### config.mk
export PLATFORM = sky130hd
export DESIGN_NAME = odc_output_ctrl
export DESIGN_NICKNAME = d
export VERILOG_FILES = /design/src/rtl/odc_pkg.sv /design/src/rtl/odc_code_decode.sv /design/src/rtl/odc_output_ctrl.sv
export VERILOG_INCLUDE_DIRS = /design/src /design/src/rtl
export SDC_FILE = /design/constraint.sdc
export NUM_CORES = 1
export LEC_CHECK = 0
export BUFFER_PORTS_ARGS = -buffer_cell sky130_fd_sc_hd__buf_2
export CORE_MARGIN = 2
export CORE_UTILIZATION = 45
export CTS_CLUSTER_DIAMETER = 150
export DETAILED_ROUTE_END_ITERATION = 12
export PLACE_DENSITY = 0.69
export SLEW_MARGIN = 10
export SYNTH_ARGS = -nofsm -noshare
export SYNTH_HDL_FRONTEND = slang
export SYNTH_SLANG_ARGS = --single-unit
### constraint.sdc
create_clock -name clock -period 1.3 [get_ports clock]
set_clock_uncertainty 0.15 [all_clocks]
set_input_delay 0.065 -clock clock [delete_from_list [all_inputs] [get_ports clock]]
set_output_delay 0.065 -clock clock [all_outputs]
set_load 0.005 [all_outputs]
### src/rtl/odc_map.svh
// offsets, field positions and reset values of the playback output control registers
// assumes inclusion by the output driver control design and bench files
`ifndef ODC_MAP_SVH
`define ODC_MAP_SVH

// ----------------------------------------------------------------
// register offsets
// ----------------------------------------------------------------
`define ODC_ADDR_PWR      8'h25
`define ODC_ADDR_HPD      8'h26
`define ODC_ADDR_RSV      8'h27
`define ODC_ADDR_STG      8'h28
`define ODC_ADDR_RTE      8'h29

// ----------------------------------------------------------------
// reset values and writable bit masks
// ----------------------------------------------------------------
`define ODC_RST_BYTE      8'h00
`define ODC_PWR_WMASK     8'hF0
`define ODC_HPD_WMASK     8'h06
`define ODC_STG_WMASK     8'hFF
`define ODC_RTE_WMASK     8'hFF

// ----------------------------------------------------------------
// field positions
// ----------------------------------------------------------------
`define ODC_LDAC_BIT      7
`define ODC_RDAC_BIT      6
`define ODC_HEADPHONE_COMMON_OUTPUT_LSB     4
`define ODC_SCP_EN_BIT    2
`define ODC_SCP_MODE_BIT  1
`define ODC_CM_LSB        6
`define ODC_BYPL_LSB      4
`define ODC_BYPR_LSB      2
`define ODC_STEP_LSB      0
`define ODC_ROUTL_LSB     6
`define ODC_ROUTR_LSB     4
`define ODC_LINK_LSB      0

`endif

### src/rtl/odc_pkg.sv
// types shared by the playback output control design files
// assumes nothing of its surroundings
package odc_pkg;
    typedef logic [7:0] odc_byte_t;
    typedef logic [1:0] odc_code_t;

    // volume link modes, encoded 0..3 in declaration order
    typedef enum logic [1:0] {
        ODC_LINK_INDEP,
        ODC_LINK_L_FROM_R,
        ODC_LINK_R_FROM_L,
        ODC_LINK_INDEP_ALT
    } odc_link_e;
endpackage

### src/rtl/odc_code_decode.sv
// two-bit field code to one-hot select
// assumes the caller registers the result
`timescale 1ns/1ns
`default_nettype none
module odc_code_decode
    import odc_pkg::*;
(
    input  wire odc_code_t code,
    output logic [3:0]     sel
);
    always_comb
    begin
        sel       = 4'h0;
        sel[code] = 1'b1;
    end
endmodule // odc_code_decode
`default_nettype wire

### src/rtl/odc_output_ctrl.sv
// playback output control registers and the decoded controls they drive
// assumes a synchronous register port fed by the control bus, one access per cycle
//
// Overview of operation
// - left DAC powered exactly while power register bit 7 is set
// - right DAC powered exactly while power register bit 6 is set
// - common-output field: 00 differential, 01 constant level, 10 single-ended
// - power register low nibble is read-only zero; host writes zeros
// - driver register bit 2 enables short protection on all drivers
// - bit 1 picks current limit (0) or automatic driver power-down (1)
// - register 0x27 reads zero; host never writes it
// - common-mode field picks 1.35, 1.5, 1.65 or 1.8 volts
// - left bypass: off, positive, negative or differential input
// - right bypass: off, positive, negative or differential input
// - soft-step: every sample, every two samples, off; 11 not written
// - left DAC route: one, three to line driver, two to drivers
// - right DAC route: one, three to line driver, two to drivers
// - link 01: left channel takes right volume setting
// - link 10: right channel takes left volume setting
// - link 00 or 11: independent volumes per channel
`timescale 1ns/1ns
`default_nettype none
`include "odc_map.svh"
module odc_output_ctrl
    import odc_pkg::*;
(
    input  wire logic      clock,
    input  wire logic      rst_n,
    input  wire logic      wr_en,
    input  wire logic      rd_en,
    input  wire odc_byte_t addr,
    input  wire odc_byte_t wr_data,
    output odc_byte_t      rd_data,
    input  wire odc_byte_t left_volume_setting,
    input  wire odc_byte_t right_volume_setting,
    output odc_byte_t      left_volume_applied,
    output odc_byte_t      right_volume_applied,
    output logic           left_dac_power_up,
    output logic           right_dac_power_up,
    output logic           headphone_common_output_differential,
    output logic           headphone_common_output_common_mode_level,
    output logic           headphone_common_output_single_ended,
    output logic           short_protect_en,
    output logic           short_limit_current,
    output logic           short_auto_power_down,
    output odc_code_t      common_mode_level_sel,
    output logic [2:0]     second_left_line_bypass,
    output logic [2:0]     second_right_line_bypass,
    output logic           soft_step_per_fs,
    output logic           soft_step_per_2fs,
    output logic           soft_step_off,
    output logic [2:0]     left_converter_route,
    output logic [2:0]     right_converter_route
);

    // ----------------------------------------------------------------
    // register storage
    // ----------------------------------------------------------------
    odc_byte_t pwr_reg;
    odc_byte_t hpd_reg;
    odc_byte_t stg_reg;
    odc_byte_t rte_reg;
    odc_link_e link_mode;

    // read-only bits are masked to zero on every write, so they hold their zero reset value
    always_ff @(posedge clock or negedge rst_n)
    begin
        if (!rst_n)
        begin
            pwr_reg <= `ODC_RST_BYTE;
            hpd_reg <= `ODC_RST_BYTE;
            stg_reg <= `ODC_RST_BYTE;
            rte_reg <= `ODC_RST_BYTE;
        end
        else if (wr_en)
        begin
            unique case (addr)
                `ODC_ADDR_PWR: pwr_reg <= wr_data & `ODC_PWR_WMASK;
                `ODC_ADDR_HPD: hpd_reg <= wr_data & `ODC_HPD_WMASK;
                `ODC_ADDR_STG: stg_reg <= wr_data & `ODC_STG_WMASK;
                `ODC_ADDR_RTE: rte_reg <= wr_data & `ODC_RTE_WMASK;
                default:       ;
            endcase
        end
    end

    assign link_mode = odc_link_e'(rte_reg[`ODC_LINK_LSB +: 2]);

    // ----------------------------------------------------------------
    // register read port
    // ----------------------------------------------------------------
    always_ff @(posedge clock or negedge rst_n)
    begin
        if (!rst_n)
            rd_data <= `ODC_RST_BYTE;
        else if (rd_en)
        begin
            unique case (addr)
                `ODC_ADDR_PWR: rd_data <= pwr_reg;
                `ODC_ADDR_HPD: rd_data <= hpd_reg;
                `ODC_ADDR_STG: rd_data <= stg_reg;
                `ODC_ADDR_RTE: rd_data <= rte_reg;
                default:       rd_data <= `ODC_RST_BYTE;
            endcase
        end
    end

    // ----------------------------------------------------------------
    // field decoders
    // ----------------------------------------------------------------
    logic [3:0] headphone_common_output_sel;
    logic [3:0] bypl_sel;
    logic [3:0] bypr_sel;
    logic [3:0] step_sel;
    logic [3:0] routl_sel;
    logic [3:0] routr_sel;

    odc_code_decode u_headphone_common_output (.code(pwr_reg[`ODC_HEADPHONE_COMMON_OUTPUT_LSB +: 2]), .sel(headphone_common_output_sel));
    odc_code_decode u_bypl  (.code(stg_reg[`ODC_BYPL_LSB +: 2]),  .sel(bypl_sel));
    odc_code_decode u_bypr  (.code(stg_reg[`ODC_BYPR_LSB +: 2]),  .sel(bypr_sel));
    odc_code_decode u_step  (.code(stg_reg[`ODC_STEP_LSB +: 2]),  .sel(step_sel));
    odc_code_decode u_routl (.code(rte_reg[`ODC_ROUTL_LSB +: 2]), .sel(routl_sel));
    odc_code_decode u_routr (.code(rte_reg[`ODC_ROUTR_LSB +: 2]), .sel(routr_sel));

    // ----------------------------------------------------------------
    // power and common output controls
    // ----------------------------------------------------------------
    // reserved code 11 leaves every mode select low rather than guess a mode
    always_ff @(posedge clock or negedge rst_n)
    begin
        if (!rst_n)
        begin
            left_dac_power_up       <= 1'b0;
            right_dac_power_up      <= 1'b0;
            headphone_common_output_differential      <= 1'b0;
            headphone_common_output_common_mode_level <= 1'b0;
            headphone_common_output_single_ended      <= 1'b0;
        end
        else
        begin
            left_dac_power_up       <= pwr_reg[`ODC_LDAC_BIT];
            right_dac_power_up      <= pwr_reg[`ODC_RDAC_BIT];
            headphone_common_output_differential      <= headphone_common_output_sel[0];
            headphone_common_output_common_mode_level <= headphone_common_output_sel[1];
            headphone_common_output_single_ended      <= headphone_common_output_sel[2];
        end
    end

    // ----------------------------------------------------------------
    // short-circuit protection
    // ----------------------------------------------------------------
    always_ff @(posedge clock or negedge rst_n)
    begin
        if (!rst_n)
        begin
            short_protect_en      <= 1'b0;
            short_limit_current   <= 1'b0;
            short_auto_power_down <= 1'b0;
        end
        else
        begin
            short_protect_en      <= hpd_reg[`ODC_SCP_EN_BIT];
            short_limit_current   <= hpd_reg[`ODC_SCP_EN_BIT] & ~hpd_reg[`ODC_SCP_MODE_BIT];
            short_auto_power_down <= hpd_reg[`ODC_SCP_EN_BIT] & hpd_reg[`ODC_SCP_MODE_BIT];
        end
    end

    // ----------------------------------------------------------------
    // output stage level, bypass and soft-stepping
    // ----------------------------------------------------------------
    // bypass bits: [0] positive input, [1] negative input, [2] differential
    always_ff @(posedge clock or negedge rst_n)
    begin
        if (!rst_n)
        begin
            common_mode_level_sel    <= 2'h0;
            second_left_line_bypass  <= 3'h0;
            second_right_line_bypass <= 3'h0;
            soft_step_per_fs         <= 1'b0;
            soft_step_per_2fs        <= 1'b0;
            soft_step_off            <= 1'b0;
        end
        else
        begin
            common_mode_level_sel    <= stg_reg[`ODC_CM_LSB +: 2];
            second_left_line_bypass  <= bypl_sel[3:1];
            second_right_line_bypass <= bypr_sel[3:1];
            soft_step_per_fs         <= step_sel[0];
            soft_step_per_2fs        <= step_sel[1];
            soft_step_off            <= step_sel[2];
        end
    end

    // ----------------------------------------------------------------
    // converter routing and volume link
    // ----------------------------------------------------------------
    // route bits: [0] route one, [1] route three, [2] route two
    always_ff @(posedge clock or negedge rst_n)
    begin
        if (!rst_n)
        begin
            left_converter_route  <= 3'h0;
            right_converter_route <= 3'h0;
        end
        else
        begin
            left_converter_route  <= routl_sel[2:0];
            right_converter_route <= routr_sel[2:0];
        end
    end

    always_ff @(posedge clock or negedge rst_n)
    begin
        if (!rst_n)
        begin
            left_volume_applied  <= `ODC_RST_BYTE;
            right_volume_applied <= `ODC_RST_BYTE;
        end
        else
        begin
            unique case (link_mode)
                ODC_LINK_L_FROM_R:
                begin
                    left_volume_applied  <= right_volume_setting;
                    right_volume_applied <= right_volume_setting;
                end
                ODC_LINK_R_FROM_L:
                begin
                    left_volume_applied  <= left_volume_setting;
                    right_volume_applied <= left_volume_setting;
                end
                ODC_LINK_INDEP, ODC_LINK_INDEP_ALT:
                begin
                    left_volume_applied  <= left_volume_setting;
                    right_volume_applied <= right_volume_setting;
                end
            endcase
        end
    end

    logic pwr_wr;
    logic stg_wr;
    assign pwr_wr = wr_en && addr == `ODC_ADDR_PWR;
    assign stg_wr = wr_en && addr == `ODC_ADDR_STG;
endmodule // odc_output_ctrl
`default_nettype wire

* After elaboration in Yosys (flattened, before gate mapping)
Cells that the tools add are included.
Widths: inputs -> output; s select.
** Operators by class
- Add/sub/neg operators :: 0
- Multipliers :: 0
- Divide/modulo/power cells :: 0
- $lt $le $gt $ge :: 12
- Eq/ne operators :: 7
- Shifts and indexed selects :: 0
- Multiplexer cells :: 15
- Bitwise gates (word level) :: 3
- Reductions and logical operators :: 13
** Operator list (count)
- $eq 8x6->1 const B :: 4
- $pmux 8 s2 :: 2
- $pmux 8 s4 :: 1
- $lt 2x3->1 const B :: 6
- $demux 1 s2 :: 6
- $ge 2x1->1 const B :: 6
- $reduce_and 2->1 :: 4
- $logic_and 1x1->1 :: 6
- $mux 1 :: 6
- $reduce_or 3->1 :: 2
- $eq 2x2->1 const B :: 2
- $and 1x1->1 :: 2
- $eq 2x1->1 const B :: 1
- $logic_not 2->1 :: 1
- $not 1->1 :: 1
** Word-level totals
- Register bits after elaboration :: 71
- Latch bits :: 0
- Memory bits (writable) :: 0
- Bits in read-only memories :: 0
- Bits of input ports :: 36
- Output and inout port bits :: 49
- Logic and storage cells :: 73
- Memories :: 0

* Depth between registers and ports, before layout
Gate-level depths: netlist of the first run.
- Depth after elaboration :: 4
- Depth in mapped cells :: 4
- Depth with buffers taken out :: 4

* Hierarchy
Synthesis of the first run repeated with hierarchy kept, for this count alone.
** Second synthesis, totals
- Cell total of the unflattened synthesis :: 193
- Area, all modules :: 2806.4 um^2
** Modules (own cells, without submodules)
- odc_output_ctrl :: instances 1, cells each 169, area each 2648.8 um^2, seq. area each 1776.7 um^2
- odc_code_decode :: instances 6, cells each 4, area each 26.3 um^2, seq. area each 0.0 um^2

* Least setup slack after synthesis of the first run
OpenSTA, ideal clock, no wires.
- Kind :: in2reg
- From :: in addr[4]
- To :: reg rte_reg[3]
- Setup time :: 0.128 ns
- Arrival :: 1.093 ns
- Required time :: 1.022 ns
- Slack :: -0.070 ns
- Stages :: 4
- Path buffers :: 0
- Cells stage by stage :: nor4b_4 -> and2_4 -> nand3_4 -> mux2_1
** On the way
- Longest elaborated chain between the ends :: 2
** RTL lines
- from (decl) :: RTL line odc_output_ctrl.sv:31 : input wire odc_byte_t addr,
- $eq 8x6->1 :: RTL line odc_output_ctrl.sv:77 : unique case (addr)
- $reduce_and 2->1 (no source line)
- to (signal assigned) :: RTL line odc_output_ctrl.sv:73 : rte_reg <= `ODC_RST_BYTE;
- to (signal assigned) :: RTL line odc_output_ctrl.sv:81 : `ODC_ADDR_RTE: rte_reg <= wr_data & `ODC_RTE_WMASK;
- to (decl) :: RTL line odc_output_ctrl.sv:62 : odc_byte_t rte_reg;
Every way passes these cells.
A chain may end at the register's enable or synchronous reset.

* Final worst setup path of the first run
- From :: reg rte_reg[1]
- To :: reg left_volume_applied[0]
** On the way
- Longest elaborated chain between the ends :: 3
- Elaborated cells between the ends (all ways) :: 6
- Those cells by class :: 3 x eq/ne; 1 x mux; 2 x reduce/logical
** RTL lines
- $eq 2x2->1 / $logic_not 2->1 (equally long branches) :: RTL line odc_output_ctrl.sv:221 : unique case (link_mode)
- $reduce_or 3->1 (no source line)
- $pmux 8 s2 * :: RTL line odc_output_ctrl.sv:221
- to (signal assigned) :: RTL line odc_output_ctrl.sv:224 : left_volume_applied <= right_volume_setting;
- to (signal assigned) :: RTL line odc_output_ctrl.sv:229 : left_volume_applied <= left_volume_setting;
- to (signal assigned) :: RTL line odc_output_ctrl.sv:234 : left_volume_applied <= left_volume_setting;
- to (decl) :: RTL line odc_output_ctrl.sv:36 : output odc_byte_t left_volume_applied,
Every way passes the cells marked *; elsewhere a longest branch is shown, timed or not.

==> run summary, run 1 <==
Outcome - finished, final reports clean
Post-synth top area cell - dfrtp_1
Worst Tran Pin Value - 0.476 ns
Critical path arrival - 1.32 ns
CTS tree - yes
Count leader, synth - dfrtp_1
CP Capture Type - flop
Largest net degree at the start of global routing - 72
Combinational group share of total power - 9.7%
Setup CP Type - flop to flop
Number of port buffers - 84
Unrepaired setup endpoints after global routing - yes
Sequential power share - 51.0%
Synth cell count leaders - dfrtp_1 (71), nand2_1 (50), mux2_2 (21)
Fmax achieved - 0.814 GHz
Clk sinks - 71
CTS buffer count - 9
Final Power - 4.61 mW
Routability congestion estimate - 0.804
Total die area - 6700 sq um
Core ar. - 5890 sq um
Root Buffer - clkbuf_8
Fin crit share - 94.5%
R2R Setup Slk - 0.07 ns
Ys flop type - dfrtp_1
Post-route design area - 3830 sq um
Synth cell types - 26
H-tree depth - 3
Mapped Avg Cell Area - 12.9 sq um
Hpwl dp - 4270 um
CP Data Required Time - 1.39 ns
Worst-path fanout max - 8
Synth async-reset ratio - 100%
# Max-Cap Violations - 0
Total track usage - 19.6%
Post-synthesis register bit count - 71
Core Util, Final - 65.1%
CP max stage cell - dfrtp_1
ANT cells - 0
Rel. slew slack - 68.2%
Router iterations before antenna repair - 4
Final hold violations - 0
Finish-stage setup viols - 0
Post-synth EDFFs - 0
WL final - 6160 um
Synth Instances - 212
P_int - 3.52 mW
# IOs - 85
Post-synth top area share - 65.1%
Switch share - 23.5%
Via Count - 2045
1st-iter DRT viols - 70
Residual DRC count - 0
Minimum clock period after layout - 1.23 ns
CP startpoint kind - flop
Syn Nets - 248
PD cells - 1200 nW/um^2
Slew Limit Fails - 0
Setup TNS - 0 ns
Worst setup margin - 0.0721 ns
Synth warn - 0
Postcts setup bufs - 0
Skew-Pair Late Insertion Delay - 0.34 ns
Sw Pwr - 1.08 mW
Seq/Total Area, Yosys - 65.1%
Inst Count DP - 381
Number of global-route vias before repair - 2029
Die Y - 81.9 um
Total grt overflow - 0
Ranking of synthesized cells by area - dfrtp_1 (65%), mux2_2 (8.7%), nand2_1 (6.9%)
Initial antenna violation count - 0
First-pass GRT wire length - 9630 um
VDD IR max - 690 uV
Post-route ant nets - 0
Placement Cell Area - 3350 sq um
Slowest stage delay, CP - 0.46 ns
Final nets - 379
Share of layout cells above drive strength 1 - 41.4%
Clock transition at path regs - 0.07 ns
Initial Util - 46.4%
Die width - 81.9 um
CP most frequent cell - nand2_1
Hold Slack - 0.0666 ns
Area delta synth->final - 40.4%
Via-per-instance ratio - 4.83
Avg WL per Cell - 14.6 um
Worst hold-check path type - input port to flop
Finished Layout Cells - 423
Place WS - -0.166 ns
Clk network pwr share - 39.3%
Leak - 2.05 nW
Max Root-Sink Buffers - 2
Cell Area, Synth - 2730 sq um
# rows - 28
Cell Chain, Critical Path - nand2b_1, nand2_1, nand2_1
==> worst max-delay path: cells and delay by family (launching register included) <==
| kind | cells | cell delay, ns |
|---|---|---|
| flops | 1 | 0.46 |
| simple gates | 3 | 0.52 |
==> cell type report <==
class,count,area (sq um)
well taps,75,93.8
repair buffers,125,806
multi-input cells,134,940
clock buffers,11,151
clock inverters,5,56.3
flip-flops and latches,71,1780
inverters,2,7.51
fillers,486,2050
==> layout by cell type, fill, tap and decap left out, drive strengths merged, types with 2 or more instances in the layout <==
cell type	instances
nor2b	19
clkbuf	11
a32oi	2
and2	4
dlygate4sd3	26
nand2b	2
dfrtp	71
nand3	2
o2bb2ai	6
mux2i	2
buf	99
a22o	6
clkinv	3
mux2	22
nand2	50
inv	2
nor4bb	2
o21ai	2
nor2	4
a22oi	4
nand4	2
==> metal layers <==
metal  vias up  global-route usage, %  part of all wire, %
met5         -                      0                    0
met2        69                   30.2                   47
li1        985                      -                    -
met3        10                   5.05                  6.0
met1       981                   25.3                   45
met4         0                   10.5                  1.9
==> power groups by stage <==
stage	sequential (mW)	combinational (mW)	clock, mW
CTS	2.35	0.451	1.85
global route	2.36	0.498	1.95
global placement	2.39	0.379	0
detailed placement	2.39	0.389	0
finish	2.35	0.447	1.81
floorplan	2.40	0.133	0
==> path summary, 6_finish.rpt <==
kind | from | cells after the start | to
max | rte_reg[1]$_DFFE_PN0P_ | 3 | left_volume_applied[0]$_DFF_PN0_
min | addr[0] | 4 | rd_data[4]$_DFFE_PN0P_
max reg2reg | rte_reg[1]$_DFFE_PN0P_ | 3 | left_volume_applied[0]$_DFF_PN0_
min reg2reg | pwr_reg[7]$_DFFE_PN0P_ | 0 | left_dac_power_up$_DFF_PN0_
max in group asynchronous | rst_n | 3 | rd_data[6]$_DFFE_PN0P_
min in group asynchronous | rst_n | 3 | second_left_line_bypass[2]$_DFF_PN0_
==> kinds of logic after synthesis <==
| logic type | Yosys count | share of synthesized area, % |
|---|---|---|
| AND/OR/NAND/NOR | 88 | 17.6 |
| flip-flops | 71 | 65.1 |
| multiplexers | 24 | 9.81 |
| AO/OA/AOI/OAI | 22 | 6.56 |
| buffers and inverters | 7 | 0.963 |
==> timing repair <==
action,in CTS,in global routing
gates resized for setup,2,1
hold buffers,26,0
endpoints found under the hold margin,111,0
setup endpoints to repair,16,1
Note: power is estimated with default switching activity, not from simulation.
==> run 2, diff against run 1 <==
Settings changed: CORE_UTILIZATION 45 to 30, PLACE_DENSITY 0.69 to 0.49.
==> run summary, run 2 (synthesis gave the netlist of run 1 again) <==
Cell Chain, Critical Path - nand2b_2, nand2_1, nand2_1
CP most frequent cell - nand2_1
Total grt overflow - 0
WL final - 6500 um
CTS buffer count - 9
Fin crit share - 92.4%
Met1 Routed Length - 3090 um
Final nets - 380
Initial antenna violation count - 0
CP startpoint kind - flop
Worst hold-check path type - input port to flop
Multi-input logic area - 950 sq um
Top layer in use - met4
Fill cells - 847
Critical path arrival - 1.27 ns
Total area of sequential cells - 1780 sq um
Skew-Pair Late Insertion Delay - 0.34 ns
Via-per-instance ratio - 4.56
ANT cells - 0
# IOs - 85
Clk sinks - 71
Post-route ant nets - 0
Die width - 99.4 um
Hpwl dp - 4550 um
Setup CP Type - flop to flop
Number of global-route vias before repair - 2122
Die Y - 99.4 um
Outcome - finished, final reports clean
Final Power - 4.51 mW
First-pass GRT wire length - 10700 um
CP Capture Type - flop
Slowest stage delay, CP - 0.48 ns
Router iterations before antenna repair - 4
H-tree depth - 3
Total track usage - 14.1%
Area delta synth->final - 42.0%
Largest net degree at the start of global routing - 72
CP Data Required Time - 1.37 ns
Core ar. - 8760 sq um
Total die area - 9880 sq um
Most frequent cells in the layout - buf_2 (84), dfrtp_1 (70), nand2_1 (50)
PD cells - 1160 nW/um^2
Worst Tran Pin Value - 0.439 ns
Finish-stage setup viols - 0
Via Count - 2083
CP max stage cell - dfrtp_1
Finished Layout Cells - 457
Fmax achieved - 0.833 GHz
# rows - 34
Leak - 2.05 nW
Unrepaired setup endpoints after global routing - no
# Max-Cap Violations - 0
Max Root-Sink Buffers - 2
Postcts setup bufs - 0
Clock transition at path regs - 0.08 ns
Cell family with the largest share of critical-path delay - flip-flops
Slew Limit Fails - 0
Residual DRC count - 0
Avg WL per Cell - 14.2 um
Minimum clock period after layout - 1.20 ns
CTS tree - yes
Worst Path Buf+Inv - 0
Share of layout cells above drive strength 1 - 41.8%
VDD IR max - 410 uV
Worst-path fanout max - 8
Rel. slew slack - 70.7%
Number of port buffers - 84
Initial Util - 31.1%
Final hold violations - 0
Routability congestion estimate - 0.777
Root Buffer - clkbuf_8
1st-iter DRT viols - 58
Inst Count DP - 415
Detail Route met2 WL - 2870 um
Routed wl met3 - 407 um
Commonest non-fill, non-tap cell in the layout - buf_2
[run 2: cell types whose count changed in the layout (fill, tap and decap cells not counted), sizes merged]
| cell | change |
|---|---|
| buf | +1 |
| clkinvlp | -1 |
| clkbuf | +1 |
[run 2: metrics by stage]
step	area [sq um]	setup slack [ns]	hold slack, ns	TNS [ns]	util (%)
5_1_grt	3870	0.0185	0.0970	0	44.2
3_5_place_dp	3400	-0.174	-0.0246	-4.54	38.8
3_3_place_gp	3400	-0.153	-0.0250	-3.72	38.8
2_1_floorplan	2730	-0.0573	-0.381	-0.709	-
6_report	3870	0.0990	0.0754	0	44.2
4_1_cts	3860	0.0679	0.0646	0	44.0
[run 2: final timing paths]
path / from / to / slack [ns] / cells after the start
max in group asynchronous: rst_n / rte_reg[0]$_DFFE_PN0P_ / 0.55 / 3
worst min-delay path: addr[4] / rd_data[0]$_DFFE_PN0P_ / 0.08 / 5
min in group asynchronous: rst_n / second_left_line_bypass[1]$_DFF_PN0_ / 0.13 / 3
worst max register to register: rte_reg[1]$_DFFE_PN0P_ / left_volume_applied[0]$_DFF_PN0_ / 0.1 / 3
worst max-delay path: rte_reg[1]$_DFFE_PN0P_ / left_volume_applied[0]$_DFF_PN0_ / 0.1 / 3
worst min register to register: pwr_reg[7]$_DFFE_PN0P_ / left_dac_power_up$_DFF_PN0_ / 0.27 / 0
[run 2: worst reg2reg max path, stage by stage, from the launching register on]
cell and delay, ns:
dfrtp_1 0.48, nand2b_2 0.30, nand2_1 0.10, nand2_1 0.06
[run 2: area by class of cell]
cell class	count	area share, %
clock inverters	4	1.16
well taps	108	3.49
repair buffers	126	21.0
clock buffers	12	3.75
multi-input cells	134	24.5
flip-flops and latches	71	45.9
inverters	2	0.194
[run 2: power by group]
group          internal [mW]  leakage (nW)  total (mW)  switching [mW]
sequential              2.30         0.927        2.35          0.0505
combinational          0.239          1.03       0.451           0.212
clock                  0.931         0.100        1.71           0.777
total                   3.47          2.05        4.51            1.04
[run 2: metal layers]
metal / vias to the layer above / GRT usage (%)
met4: 0 / 6.64
met3: 11 / 3.51
met2: 77 / 20.5
met1: 1003 / 19.8
li1: 992 / -
met5: - / 0
[run 2: what timing repair did]
| action | CTS | global route |
|---|---|---|
| gates resized for setup | 2 | 5 |
| hold endpoints to repair | 111 | 0 |
| endpoints found under the setup margin | 16 | 16 |
| hold buffers | 26 | 0 |
